--- config.mk ---
export PLATFORM = sky130hd
export DESIGN_NAME = swm_master_timing
export DESIGN_NICKNAME = d
export VERILOG_FILES = /design/src/design/swm_pkg.sv /design/src/design/swm_master_timing.sv /design/src/design/swm_pair_buffer.sv
export SDC_FILE = /design/constraint.sdc
export NUM_CORES = 1
export LEC_CHECK = 0
export CAP_MARGIN = 5
export CORE_ASPECT_RATIO = 1.25
export CORE_UTILIZATION = 40
export DETAILED_ROUTE_END_ITERATION = 12
export DONT_BUFFER_PORTS = 1
export SYNTH_ARGS = -nofsm -noshare
export SYNTH_HDL_FRONTEND = slang
export SYNTH_HIERARCHICAL = 1
export SYNTH_SLANG_ARGS = --single-unit
--- constraint.sdc ---
create_clock -name clk -period 3.51 [get_ports clk]
set_clock_uncertainty 0.2 [all_clocks]
set_input_delay 0.351 -clock clk [delete_from_list [all_inputs] [get_ports clk]]
set_output_delay 0.351 -clock clk [all_outputs]
set_load 0.005 [all_outputs]
--- src/design/swm_pkg.sv ---
// Constants, types and timing helpers of the single-wire master timing engine
package swm_pkg;

   // ****************************************
   // Clock and state-machine tick
   // ****************************************
   localparam int unsigned CLK_PERIOD_NS = 5;
   localparam int unsigned TICK_STD_NS = 1000;
   localparam int unsigned TICK_OD_NS = 50;
   localparam int unsigned TICK_STD_CYCLES = TICK_STD_NS / CLK_PERIOD_NS;
   localparam int unsigned TICK_OD_CYCLES = TICK_OD_NS / CLK_PERIOD_NS;
   localparam int unsigned TICK_CNT_W = 16;
   localparam int unsigned TIMER_W = 12;

   // ****************************************
   // Line timing in ns: standard, overdrive, long
   // ****************************************
   localparam int unsigned RST_LOW_STD_NS = 560000;
   localparam int unsigned RST_LOW_OD_NS = 56000;
   localparam int unsigned RST_HIGH_STD_NS = 570000;
   localparam int unsigned RST_HIGH_OD_NS = 66000;
   localparam int unsigned PDS_STD_NS = 28000;
   localparam int unsigned PDS_OD_NS = 3000;
   localparam int unsigned PDS_LONG_NS = 34000;
   localparam int unsigned ABSENT_STD_NS = 68000;
   localparam int unsigned ABSENT_OD_NS = 7200;
   localparam int unsigned SLOT_STD_NS = 77000;
   localparam int unsigned SLOT_OD_NS = 13500;
   localparam int unsigned LOW1_STD_NS = 5000;
   localparam int unsigned LOW1_OD_NS = 900;
   localparam int unsigned LOW1_LONG_NS = 8000;
   localparam int unsigned LOW0_STD_NS = 70000;
   localparam int unsigned LOW0_OD_NS = 9000;
   localparam int unsigned RDV_STD_NS = 13000;
   localparam int unsigned RDV_OD_NS = 1800;
   localparam int unsigned RDV_LONG_NS = 22000;
   localparam int unsigned HOLD_LOW_NS = 15000;

   // ****************************************
   // Strong pullup timing in ns: standard, overdrive
   // ****************************************
   localparam int unsigned ON1_STD_NS = 7000;
   localparam int unsigned ON1_OD_NS = 900;
   localparam int unsigned ON2_STD_NS = 9000;
   localparam int unsigned ON2_OD_NS = 9000;
   localparam int unsigned ON3_STD_NS = 57000;
   localparam int unsigned ON3_OD_NS = 8000;
   localparam int unsigned ON4_STD_NS = 7000;
   localparam int unsigned ON4_OD_NS = 900;
   localparam int unsigned DLY1_STD_NS = 1000;
   localparam int unsigned DLY1_OD_NS = 900;
   localparam int unsigned DLY2_STD_NS = 450000;
   localparam int unsigned DLY2_OD_NS = 35000;
   localparam int unsigned DLY3_STD_NS = 1000;
   localparam int unsigned DLY3_OD_NS = 900;
   localparam int unsigned OFF1_STD_NS = 2000;
   localparam int unsigned OFF1_OD_NS = 1800;
   localparam int unsigned OFF2_STD_NS = 1000;
   localparam int unsigned OFF2_OD_NS = 900;
   localparam int unsigned OFF_FIRST_NS = 4000;

   // ****************************************
   // Types
   // ****************************************
   typedef enum logic [1:0] {SWM_SPEED_STD, SWM_SPEED_OD, SWM_SPEED_LONG} swm_speed_type;
   typedef enum logic [1:0] {SWM_CMD_RESET, SWM_CMD_WRITE, SWM_CMD_READ} swm_cmd_kind_type;

   typedef struct packed {
      swm_cmd_kind_type kind;
      logic bit_value;
      logic first_bit;
      logic last_bit;
   } swm_cmd_type;

   typedef struct packed {
      logic is_presence;
      logic value;
   } swm_result_type;

   localparam int unsigned RESULT_W = $bits(swm_result_type);
   localparam int unsigned BUF_DEPTH = 2;

   // Tick count for a time per speed; long falls back to standard tick
   function automatic logic [TIMER_W-1:0] swm_ticks(input swm_speed_type speed, input int unsigned std_ns,
                                                    input int unsigned od_ns, input int unsigned long_ns);
      int unsigned t;
      t = std_ns / TICK_STD_NS;
      if (speed == SWM_SPEED_OD) begin
         t = od_ns / TICK_OD_NS;
      end else if (speed == SWM_SPEED_LONG) begin
         t = long_ns / TICK_STD_NS;
      end
      return TIMER_W'(t);
   endfunction

endpackage

--- src/design/swm_master_timing.sv ---
// Single-wire bus master timing engine: reset, presence, bit slots, strong pullup
`timescale 1ns/1ps
`default_nettype none
module swm_master_timing #(
   parameter int unsigned TICK_STD_CYCLES = swm_pkg::TICK_STD_CYCLES,
   parameter int unsigned TICK_OD_CYCLES = swm_pkg::TICK_OD_CYCLES
) (
   input wire logic clk,
   input wire logic rst_n,
   input wire swm_pkg::swm_speed_type speed_mode,
   input wire logic line_hold_low_mode,
   input wire logic pullup_hold_mode,
   input wire logic cmd_valid,
   output logic cmd_ready,
   input wire swm_pkg::swm_cmd_type cmd,
   output logic res_valid,
   input wire logic res_ready,
   output swm_pkg::swm_result_type res_data,
   input wire logic bus_line_in,
   output logic bus_line_out,
   output logic bus_line_oe,
   output logic strong_pullup_enable_n
);

   // ****************************************
   // Declarations
   // ****************************************
   typedef enum logic [2:0] {ST_IDLE, ST_LEAD, ST_RST_LOW, ST_RST_HIGH, ST_SLOT_LOW, ST_SLOT_REST,
                             ST_PUSH} swm_state_type;
   typedef enum logic [2:0] {SP_OFF, SP_DELAY, SP_WAIT_HIGH, SP_ON, SP_HOLD} swm_spu_state_type;

   localparam int unsigned TW = swm_pkg::TIMER_W;

   swm_state_type state;
   swm_spu_state_type spu_state;
   swm_pkg::swm_cmd_type cur_cmd;
   swm_pkg::swm_speed_type cur_speed;
   logic [swm_pkg::TICK_CNT_W-1:0] tick_cnt;
   logic tick;
   logic [TW-1:0] elapsed;
   logic [TW-1:0] now;
   logic line_meta;
   logic line_sync;
   logic presence;
   logic read_val;
   logic drive_low;
   logic accept;
   logic [TW-1:0] spu_timer;
   logic [TW-1:0] spu_delay;
   logic [TW-1:0] spu_on_len;
   logic spu_chain;
   logic spu_hold_after;
   logic spu_start;
   logic [TW-1:0] start_delay;
   logic [TW-1:0] start_on;
   logic start_chain;
   logic start_hold;
   logic buf_in_ready;
   swm_pkg::swm_result_type push_data;

   // Tick count reached: count is zero based, so one is added and the limit ends after exactly limit ticks
   function automatic logic reached(input logic [TW-1:0] count, input logic [TW-1:0] limit);
      return ({1'b0, count} + (TW+1)'(1)) >= {1'b0, limit};
   endfunction

   // ****************************************
   // Line input synchroniser
   // ****************************************
   always_ff @(posedge clk or negedge rst_n) begin
      if (!rst_n) begin
         line_meta <= 1'b1;
         line_sync <= 1'b1;
      end else begin
         line_meta <= bus_line_in;
         line_sync <= line_meta;
      end
   end

   // ****************************************
   // Tick generator
   // ****************************************
   // Integer cycle counts only; a fractional tick would stretch every maximum
   always_ff @(posedge clk or negedge rst_n) begin
      if (!rst_n) begin
         tick_cnt <= '0;
      end else if (accept || tick) begin
         tick_cnt <= '0;
      end else begin
         tick_cnt <= tick_cnt + 1'b1;
      end
   end

   assign tick = (cur_speed == swm_pkg::SWM_SPEED_OD) ?
                 (tick_cnt == swm_pkg::TICK_CNT_W'(TICK_OD_CYCLES - 1)) :
                 (tick_cnt == swm_pkg::TICK_CNT_W'(TICK_STD_CYCLES - 1));

   // ****************************************
   // Command acceptance and speed latch
   // ****************************************
   assign cmd_ready = (state == ST_IDLE);
   assign accept = cmd_valid && cmd_ready;
   assign now = TW'(elapsed + 1'b1);

   always_ff @(posedge clk or negedge rst_n) begin
      if (!rst_n) begin
         cur_cmd <= '0;
         cur_speed <= swm_pkg::SWM_SPEED_STD;
      end else if (accept) begin
         cur_cmd <= cmd;
         cur_speed <= speed_mode;
      end
   end

   // ****************************************
   // Main sequencer
   // ****************************************
   always_ff @(posedge clk or negedge rst_n) begin
      if (!rst_n) begin
         state <= ST_IDLE;
         elapsed <= '0;
      end else begin
         unique case (state)
            ST_IDLE: begin
               elapsed <= '0;
               if (accept) begin
                  state <= ST_LEAD;
               end
            end
            ST_LEAD: begin
               if (tick) begin
                  elapsed <= now;
                  if (cur_cmd.kind == swm_pkg::SWM_CMD_RESET) begin
                     if (reached(elapsed, swm_pkg::swm_ticks(cur_speed, swm_pkg::OFF1_STD_NS,
                                 swm_pkg::OFF1_OD_NS, swm_pkg::OFF1_STD_NS))) begin
                        state <= ST_RST_LOW;
                        elapsed <= '0;
                     end
                  end else if (cur_cmd.first_bit) begin
                     if (reached(elapsed, swm_pkg::swm_ticks(cur_speed, swm_pkg::OFF_FIRST_NS,
                                 swm_pkg::OFF_FIRST_NS, swm_pkg::OFF_FIRST_NS))) begin
                        state <= ST_SLOT_LOW;
                        elapsed <= '0;
                     end
                  end else if (reached(elapsed, swm_pkg::swm_ticks(cur_speed, swm_pkg::OFF2_STD_NS,
                               swm_pkg::OFF2_OD_NS, swm_pkg::OFF2_STD_NS))) begin
                     state <= ST_SLOT_LOW;
                     elapsed <= '0;
                  end
               end
            end
            ST_RST_LOW: begin
               if (tick) begin
                  elapsed <= now;
                  if (reached(elapsed, swm_pkg::swm_ticks(cur_speed, swm_pkg::RST_LOW_STD_NS,
                              swm_pkg::RST_LOW_OD_NS, swm_pkg::RST_LOW_STD_NS))) begin
                     state <= ST_RST_HIGH;
                     elapsed <= '0;
                  end
               end
            end
            ST_RST_HIGH: begin
               if (tick) begin
                  elapsed <= now;
                  if (reached(elapsed, swm_pkg::swm_ticks(cur_speed, swm_pkg::RST_HIGH_STD_NS,
                              swm_pkg::RST_HIGH_OD_NS, swm_pkg::RST_HIGH_STD_NS))) begin
                     state <= ST_PUSH;
                  end
               end
            end
            ST_SLOT_LOW: begin
               if (tick) begin
                  elapsed <= now;
                  if ((cur_cmd.kind == swm_pkg::SWM_CMD_WRITE) && !cur_cmd.bit_value) begin
                     if (reached(elapsed, swm_pkg::swm_ticks(cur_speed, swm_pkg::LOW0_STD_NS,
                                 swm_pkg::LOW0_OD_NS, swm_pkg::LOW0_STD_NS))) begin
                        state <= ST_SLOT_REST;
                     end
                  end else if (reached(elapsed, swm_pkg::swm_ticks(cur_speed, swm_pkg::LOW1_STD_NS,
                               swm_pkg::LOW1_OD_NS, swm_pkg::LOW1_LONG_NS))) begin
                     state <= ST_SLOT_REST;
                  end
               end
            end
            ST_SLOT_REST: begin
               if (tick) begin
                  elapsed <= now;
                  if (reached(elapsed, swm_pkg::swm_ticks(cur_speed, swm_pkg::SLOT_STD_NS,
                              swm_pkg::SLOT_OD_NS, swm_pkg::SLOT_STD_NS))) begin
                     state <= (cur_cmd.kind == swm_pkg::SWM_CMD_READ) ? ST_PUSH : ST_IDLE;
                  end
               end
            end
            ST_PUSH: begin
               // A full buffer stalls here, so no result is dropped
               if (buf_in_ready) begin
                  state <= ST_IDLE;
               end
            end
            default: begin
               state <= ST_IDLE;
            end
         endcase
      end
   end

   // ****************************************
   // Line sampling: presence and read data
   // ****************************************
   always_ff @(posedge clk or negedge rst_n) begin
      if (!rst_n) begin
         presence <= 1'b0;
         read_val <= 1'b0;
      end else if (accept) begin
         presence <= 1'b0;
         read_val <= 1'b0;
      end else if (tick && (state == ST_RST_HIGH) && !presence && !line_sync) begin
         if ((now >= swm_pkg::swm_ticks(cur_speed, swm_pkg::PDS_STD_NS, swm_pkg::PDS_OD_NS,
              swm_pkg::PDS_LONG_NS)) &&
             (now <= swm_pkg::swm_ticks(cur_speed, swm_pkg::ABSENT_STD_NS, swm_pkg::ABSENT_OD_NS,
              swm_pkg::ABSENT_STD_NS))) begin
            presence <= 1'b1;
         end
      end else if (tick && (state == ST_SLOT_REST) && (now == swm_pkg::swm_ticks(cur_speed,
                   swm_pkg::RDV_STD_NS, swm_pkg::RDV_OD_NS, swm_pkg::RDV_LONG_NS))) begin
         read_val <= line_sync;
      end
   end

   // ****************************************
   // Line drive
   // ****************************************
   always_comb begin
      drive_low = (state == ST_RST_LOW) || (state == ST_SLOT_LOW);
      // Hold mode pulls low once 15 us after release have passed, standard speed only
      if ((state == ST_RST_HIGH) && line_hold_low_mode && (cur_speed == swm_pkg::SWM_SPEED_STD) &&
          (elapsed >= swm_pkg::swm_ticks(cur_speed, swm_pkg::HOLD_LOW_NS, swm_pkg::HOLD_LOW_NS,
           swm_pkg::HOLD_LOW_NS))) begin
         drive_low = 1'b1;
      end
   end

   assign bus_line_out = 1'b0;

   always_ff @(posedge clk or negedge rst_n) begin
      if (!rst_n) begin
         bus_line_oe <= 1'b0;
      end else begin
         bus_line_oe <= drive_low;
      end
   end

   // ****************************************
   // Strong pullup triggers
   // ****************************************
   always_comb begin
      spu_start = 1'b0;
      start_delay = swm_pkg::swm_ticks(cur_speed, swm_pkg::DLY3_STD_NS, swm_pkg::DLY3_OD_NS,
                                       swm_pkg::DLY3_STD_NS);
      start_on = swm_pkg::swm_ticks(cur_speed, swm_pkg::ON3_STD_NS, swm_pkg::ON3_OD_NS,
                                    swm_pkg::ON3_STD_NS);
      start_chain = 1'b0;
      start_hold = cur_cmd.last_bit && pullup_hold_mode;
      if (tick && (state == ST_RST_HIGH) && !presence && !line_sync &&
          (now >= swm_pkg::swm_ticks(cur_speed, swm_pkg::PDS_STD_NS, swm_pkg::PDS_OD_NS,
           swm_pkg::PDS_LONG_NS)) &&
          (now <= swm_pkg::swm_ticks(cur_speed, swm_pkg::ABSENT_STD_NS, swm_pkg::ABSENT_OD_NS,
           swm_pkg::ABSENT_STD_NS))) begin
         spu_start = 1'b1;
         start_delay = swm_pkg::swm_ticks(cur_speed, swm_pkg::DLY1_STD_NS, swm_pkg::DLY1_OD_NS,
                                          swm_pkg::DLY1_STD_NS);
         start_on = swm_pkg::swm_ticks(cur_speed, swm_pkg::ON1_STD_NS, swm_pkg::ON1_OD_NS,
                                       swm_pkg::ON1_STD_NS);
         start_chain = 1'b1;
         start_hold = 1'b0;
      end else if ((state == ST_SLOT_LOW) && (bus_line_oe != drive_low) && !drive_low) begin
         spu_start = 1'b0;
      end else if (tick && (state == ST_SLOT_LOW) && !drive_low) begin
         spu_start = 1'b0;
      end else if ((state == ST_SLOT_REST) && bus_line_oe) begin
         // First cycle after the low phase ends
         spu_start = 1'b1;
         if ((cur_cmd.kind == swm_pkg::SWM_CMD_WRITE) && !cur_cmd.bit_value) begin
            start_on = swm_pkg::swm_ticks(cur_speed, swm_pkg::ON4_STD_NS, swm_pkg::ON4_OD_NS,
                                          swm_pkg::ON4_STD_NS);
         end
      end
   end

   // ****************************************
   // Strong pullup sequencer
   // ****************************************
   always_ff @(posedge clk or negedge rst_n) begin
      if (!rst_n) begin
         spu_state <= SP_OFF;
         spu_timer <= '0;
         spu_delay <= '0;
         spu_on_len <= '0;
         spu_chain <= 1'b0;
         spu_hold_after <= 1'b0;
      end else if (accept) begin
         spu_state <= SP_OFF;
         spu_timer <= '0;
         spu_chain <= 1'b0;
         spu_hold_after <= 1'b0;
      end else if (spu_start) begin
         spu_state <= SP_DELAY;
         spu_timer <= '0;
         spu_delay <= start_delay;
         spu_on_len <= start_on;
         spu_chain <= start_chain;
         spu_hold_after <= start_hold;
      end else if (tick) begin
         unique case (spu_state)
            SP_OFF, SP_HOLD: begin
               spu_timer <= '0;
            end
            SP_DELAY: begin
               spu_timer <= TW'(spu_timer + 1'b1);
               if (reached(spu_timer, spu_delay)) begin
                  spu_state <= SP_WAIT_HIGH;
                  spu_timer <= '0;
               end
            end
            SP_WAIT_HIGH: begin
               // Line checked once a tick; a low line keeps the pullup off
               if (line_sync) begin
                  spu_state <= SP_ON;
               end
            end
            SP_ON: begin
               spu_timer <= TW'(spu_timer + 1'b1);
               if (reached(spu_timer, spu_on_len)) begin
                  spu_timer <= '0;
                  if (spu_chain) begin
                     spu_state <= SP_DELAY;
                     spu_chain <= 1'b0;
                     spu_delay <= swm_pkg::swm_ticks(cur_speed,
                        swm_pkg::DLY2_STD_NS - swm_pkg::DLY1_STD_NS - swm_pkg::ON1_STD_NS,
                        swm_pkg::DLY2_OD_NS - swm_pkg::DLY1_OD_NS - swm_pkg::ON1_OD_NS,
                        swm_pkg::DLY2_STD_NS - swm_pkg::DLY1_STD_NS - swm_pkg::ON1_STD_NS);
                     spu_on_len <= swm_pkg::swm_ticks(cur_speed, swm_pkg::ON2_STD_NS, swm_pkg::ON2_OD_NS,
                                                      swm_pkg::ON2_STD_NS);
                  end else if (spu_hold_after) begin
                     spu_state <= SP_HOLD;
                  end else begin
                     spu_state <= SP_OFF;
                  end
               end
            end
            default: begin
               spu_state <= SP_OFF;
            end
         endcase
      end
   end

   always_ff @(posedge clk or negedge rst_n) begin
      if (!rst_n) begin
         strong_pullup_enable_n <= 1'b1;
      end else begin
         strong_pullup_enable_n <= !((spu_state == SP_ON) || (spu_state == SP_HOLD));
      end
   end

   // ****************************************
   // Result buffer
   // ****************************************
   assign push_data.is_presence = (cur_cmd.kind == swm_pkg::SWM_CMD_RESET);
   assign push_data.value = push_data.is_presence ? presence : read_val;

   swm_pair_buffer #(
      .WIDTH(swm_pkg::RESULT_W),
      .DEPTH(swm_pkg::BUF_DEPTH)
   ) u_result_buffer (
      .clk(clk),
      .rst_n(rst_n),
      .in_valid(state == ST_PUSH),
      .in_ready(buf_in_ready),
      .in_data(push_data),
      .out_valid(res_valid),
      .out_ready(res_ready),
      .out_data(res_data)
   );
endmodule
`default_nettype wire

--- src/design/swm_pair_buffer.sv ---
// Two-entry result buffer with valid and ready on both sides
`timescale 1ns/1ps
`default_nettype none
module swm_pair_buffer #(
   parameter int unsigned WIDTH = 2,
   parameter int unsigned DEPTH = 2
) (
   input wire logic clk,
   input wire logic rst_n,
   input wire logic in_valid,
   output logic in_ready,
   input wire logic [WIDTH-1:0] in_data,
   output logic out_valid,
   input wire logic out_ready,
   output logic [WIDTH-1:0] out_data
);
   localparam int unsigned AW = (DEPTH > 1) ? $clog2(DEPTH) : 1;

   logic [WIDTH-1:0] mem [DEPTH];
   logic [AW-1:0] wr_ptr;
   logic [AW-1:0] rd_ptr;
   logic [AW:0] count;
   logic push;
   logic pop;

   function automatic logic [AW-1:0] next_ptr(input logic [AW-1:0] p);
      return (p == AW'(DEPTH - 1)) ? '0 : AW'(p + 1'b1);
   endfunction

   assign in_ready = (count != (AW+1)'(DEPTH));
   assign out_valid = (count != '0);
   assign out_data = mem[rd_ptr];
   assign push = in_valid && in_ready;
   assign pop = out_valid && out_ready;

   always_ff @(posedge clk) begin
      if (push) begin
         mem[wr_ptr] <= in_data;
      end
   end

   always_ff @(posedge clk or negedge rst_n) begin
      if (!rst_n) begin
         wr_ptr <= '0;
         rd_ptr <= '0;
         count <= '0;
      end else begin
         if (push) begin
            wr_ptr <= next_ptr(wr_ptr);
         end
         if (pop) begin
            rd_ptr <= next_ptr(rd_ptr);
         end
         if (push && !pop) begin
            count <= count + 1'b1;
         end else if (pop && !push) begin
            count <= count - 1'b1;
         end
      end
   end
endmodule
`default_nettype wire

==> results by group <==
Power and ir drop
  – P_int: 1.527 mW
  – Clock Power Share: 50.2%
  – Sw Share: 22.88%
  – Lkg Pwr: 3.414 nW
  – PD cells: 266.5 nW/µm²
  – Comb power frac: 1.6%
  – Switch Pwr: 0.4530 mW
  – Max VDD drop: 0.1700 mV
  – Final Power: 1.980 mW
  – Seq pwr share: 48.1%

Final layout
  – Syn-to-layout area delta: 18.17%
  – Share of layout cells above drive strength 1: 18.97%
  – Layout Nets: 825
  – Ant diodes: 0

Critical path
  – Startpoint types: flop
  – Critical path data arrival time: 3.43 ns
  – Worst path max stage delay: 0.51 ns
  – CP Max Fanout: 9
  – R2R cell count: 14
  – Crit. End Element: flop
  – Slowest stage cell, crit path: or3b_2
  – CP Cell Sequence: buf_4 > nand3_1 > and2_1 > or2_2 > ha_1 > nand3_1 > a21oi_1 > o31a_1 > o31a_1 > nor4_2 > or3b_2 > a21oi_4 > buf_12 > mux2_2
  – Worst Setup Path Type: reg2reg
  – Critical path required time: 3.54 ns

Clocking
  – CTS tree: done
  – CTS Buffer Depth: 2
  – H-Tree Depth: 3
  – Worst skew pair latency: 0.35 ns
  – Number of CTS-inserted buffers: 9
  – CTS root buf: clkbuf_16
  – Clock sinks: 82
  – CTS clock-pin slew for the worst setup and hold paths: 0.07 ns

Synth
  – Mapped Nets: 762
  – Mapped Area: 6289 µm²
  – Cell taking the most area after synthesis: dfrtp_1
  – Asr flop ratio synth: 95.12%
  – Largest cells by area after synthesis: dfrtp_1, ha_1, nand2_1
  – Avg Synthesized Cell Area: 9.101 µm²
  – Syn. warnings: 6
  – Synth top area share: 29.84%
  – Number of synthesized flops with an enable pin: 4
  – Syn Inst Count: 691
  – Most frequent cell after synthesis: dfrtp_1
  – Yosys cell types: 99
  – #FFs+latches synth: 82
  – Top FF cell, synth: dfrtp_1
  – Register area share after synthesis: 33.01%
  – Most common library cells after synthesis: dfrtp_1, nand2_1, ha_1

Run status
  – Status: complete, no violations

STA
  – Worst slew pin tran: 0.8287 ns
  – RSZ-0062 raised after global routing: yes
  – Slew Viols, Final: 0
  – Max_slew headroom: 44.75%
  – Final Worst Setup Slack: 0.1162 ns
  – Fin crit share: 96.69%
  – Final-report setup violation count: 0
  – Final hold vios: 0
  – Max frequency: 294.7 MHz
  – Fin crit period: 3.394 ns

Placed design
  – Placed wire-length estimate: 12580 µm
  – Dpl ws: -0.08753 ns
  – PortBufs: 0
  – Final RePlAce weighted congestion: 0.9632

Routing
  – Drt first pass iters: 5
  – Vias: 5447
  – Routed len/inst: 17.13 µm
  – Residual DRC count: 0
  – DR vias/cell: 5.633
  – Final wirelength: 16560 µm
  – ANT nets after route: 0
  – Initial DRC count: 306

Floorplan
  – Die H: 142.2 µm
  – Rows: 50
  – Initial core utilization: 41.54%
  – Core region area: 15140 µm²
  – # IOs: 21
  – Die W: 114.1 µm
  – Die ar.: 16230 µm²

Global routing
  – Largest net degree at the start of global routing: 79
  – Gr ovfl total: 0
  – Vias in the first global route: 5456
  – Initial antenna violation count: 0
  – First-pass GRT wire length: 27260 µm
  – Global-route usage over all layers: 21.57%

Hold path
  – Min-Delay Path Depth: 3
  – Hold Path Class: in2reg

Job
  – Max-cap violation count: 0
-- registers in the layout (all words and copies together), names as in the netlist --
signal / cells
cur_speed: 2
u_result_buffer/rd_ptr: 1
u_result_buffer/mem: 4
elapsed: 12
strong_pullup_enable_n: 1
state: 3
tick_cnt: 16
spu_timer: 12
line_meta: 1
presence: 1
spu_delay: 6
u_result_buffer/wr_ptr: 1
read_val: 1
line_sync: 1
spu_hold_after: 1
spu_on_len: 7
cur_cmd: 5
spu_state: 3
u_result_buffer/count: 2
bus_line_oe: 1
spu_chain: 1
-- routing by layer --
metal  share of wire [%]  track usage [%]  vias to the layer above  wire length [µm]
met4                 2.6            8.954                        0               434
met5                   0                0                        -                 0
met2                  53            39.27                       93              8772
met1                  41            24.76                     2684              6863
met3                 3.0            3.620                       33               492
li1                    -                -                     2637                 -
-- per-stage QoR --
step           setup TNS [ns]  hold slack [ns]  instance area, µm²  util (%)  instances
3_3_place_gp         -0.05502          -0.1428                6860     45.31        931
2_1_floorplan               0          -0.1446                6295         -        691
3_5_place_dp          -0.2964          -0.1425                6860     45.31        931
6_report                    0           0.1317                7431     49.08        967
5_1_grt              -0.02587           0.1343                7431     49.08        967
4_1_cts                     0           0.1104                7332     48.43        962
-- cell families after synthesis --
logic type	Yosys count	synth area share (%)
simple gates	267	23.26
compound gates	156	18.40
flops	82	33.01
buf+inv	74	5.312
fa+ha+maj	57	11.34
xor+xnor	33	4.835
mux	21	3.780
other cells	1	0.05963
-- worst max-delay path, delay by kind of cell, from the launching register on --
kind,cells,cell delay [ns]
AOI/OAI and AO/OA,4,0.56
adders and majority gates,1,0.31
buffers and inverters,2,0.26
DFF,1,0.38
muxes,1,0.32
and+or+nand+nor,6,1.25
-- final cells by class --
| class | count | area, µm² |
|---|---|---|
| multi-input combinational | 535 | 3939 |
| fill | 1453 | 7709 |
| timing repair buffer | 81 | 681.9 |
| clock buffer | 10 | 229.0 |
| inverter | 45 | 172.7 |
| tap | 208 | 260.3 |
| sequential | 82 | 2076 |
| clock inverter | 6 | 72.57 |
-- power groups by stage --
stage / Sequential, mW / Clock (mW) / Combinational [mW]
after floorplan: 0.971 / 0 / 0.00171
after global placement: 0.972 / 0 / 0.000964
after detailed placement: 0.972 / 0 / 0.000939
after CTS: 0.953 / 1.02 / 0.0340
after global routing: 0.953 / 1.06 / 0.0366
final: 0.953 / 0.994 / 0.0325
-- path summary, 6_finish.rpt --
kind | startpoint | endpoint | slack, ns
setup / recovery | spu_timer[1] | spu_on_len[0] | 0.12
hold / removal | pullup_hold_mode | spu_hold_after | 0.13
setup reg to reg | spu_timer[1] | spu_on_len[0] | 0.12
hold reg to reg | line_meta | line_sync | 0.15
max in group asynchronous | rst_n | line_meta | 2.36
min in group asynchronous | rst_n | u_result_buffer/count[0] | 0.39
-- repair_timing --
| item | in CTS | in global routing |
|---|---|---|
| cloned | 0 | 1 |
| hold buffers | 11 | 0 |
| endpoints found under the setup margin | 5 | 38 |
| gates resized for setup | 0 | 13 |
| pin swaps | 1 | 6 |
| buffers inserted | 4 | 4 |
| endpoints found under the hold margin | 87 | 0 |
-- cell usage in the layout (no fill, tap or decap), drive strengths merged, types with 10 or more instances in the layout --
| cell | synthesis | routed |
|---|---|---|
| a21oi | 32 | 32 |
| and2 | 10 | 10 |
| and3 | 18 | 18 |
| buf | 17 | 71 |
| clkbuf | 12 | 10 |
| dfrtp | 75 | 75 |
| dlygate4sd3 | 0 | 10 |
| ha | 57 | 57 |
| inv | 45 | 48 |
| mux2 | 10 | 10 |
| mux2i | 11 | 11 |
| nand2 | 74 | 74 |
| nand2b | 11 | 11 |
| nand3 | 28 | 28 |
| nand4 | 15 | 15 |
| nor2 | 48 | 48 |
| nor3 | 14 | 14 |
| o21ai | 25 | 25 |
| xnor2 | 19 | 19 |
| xor2 | 14 | 14 |
Power figures use the tool's default switching activity.
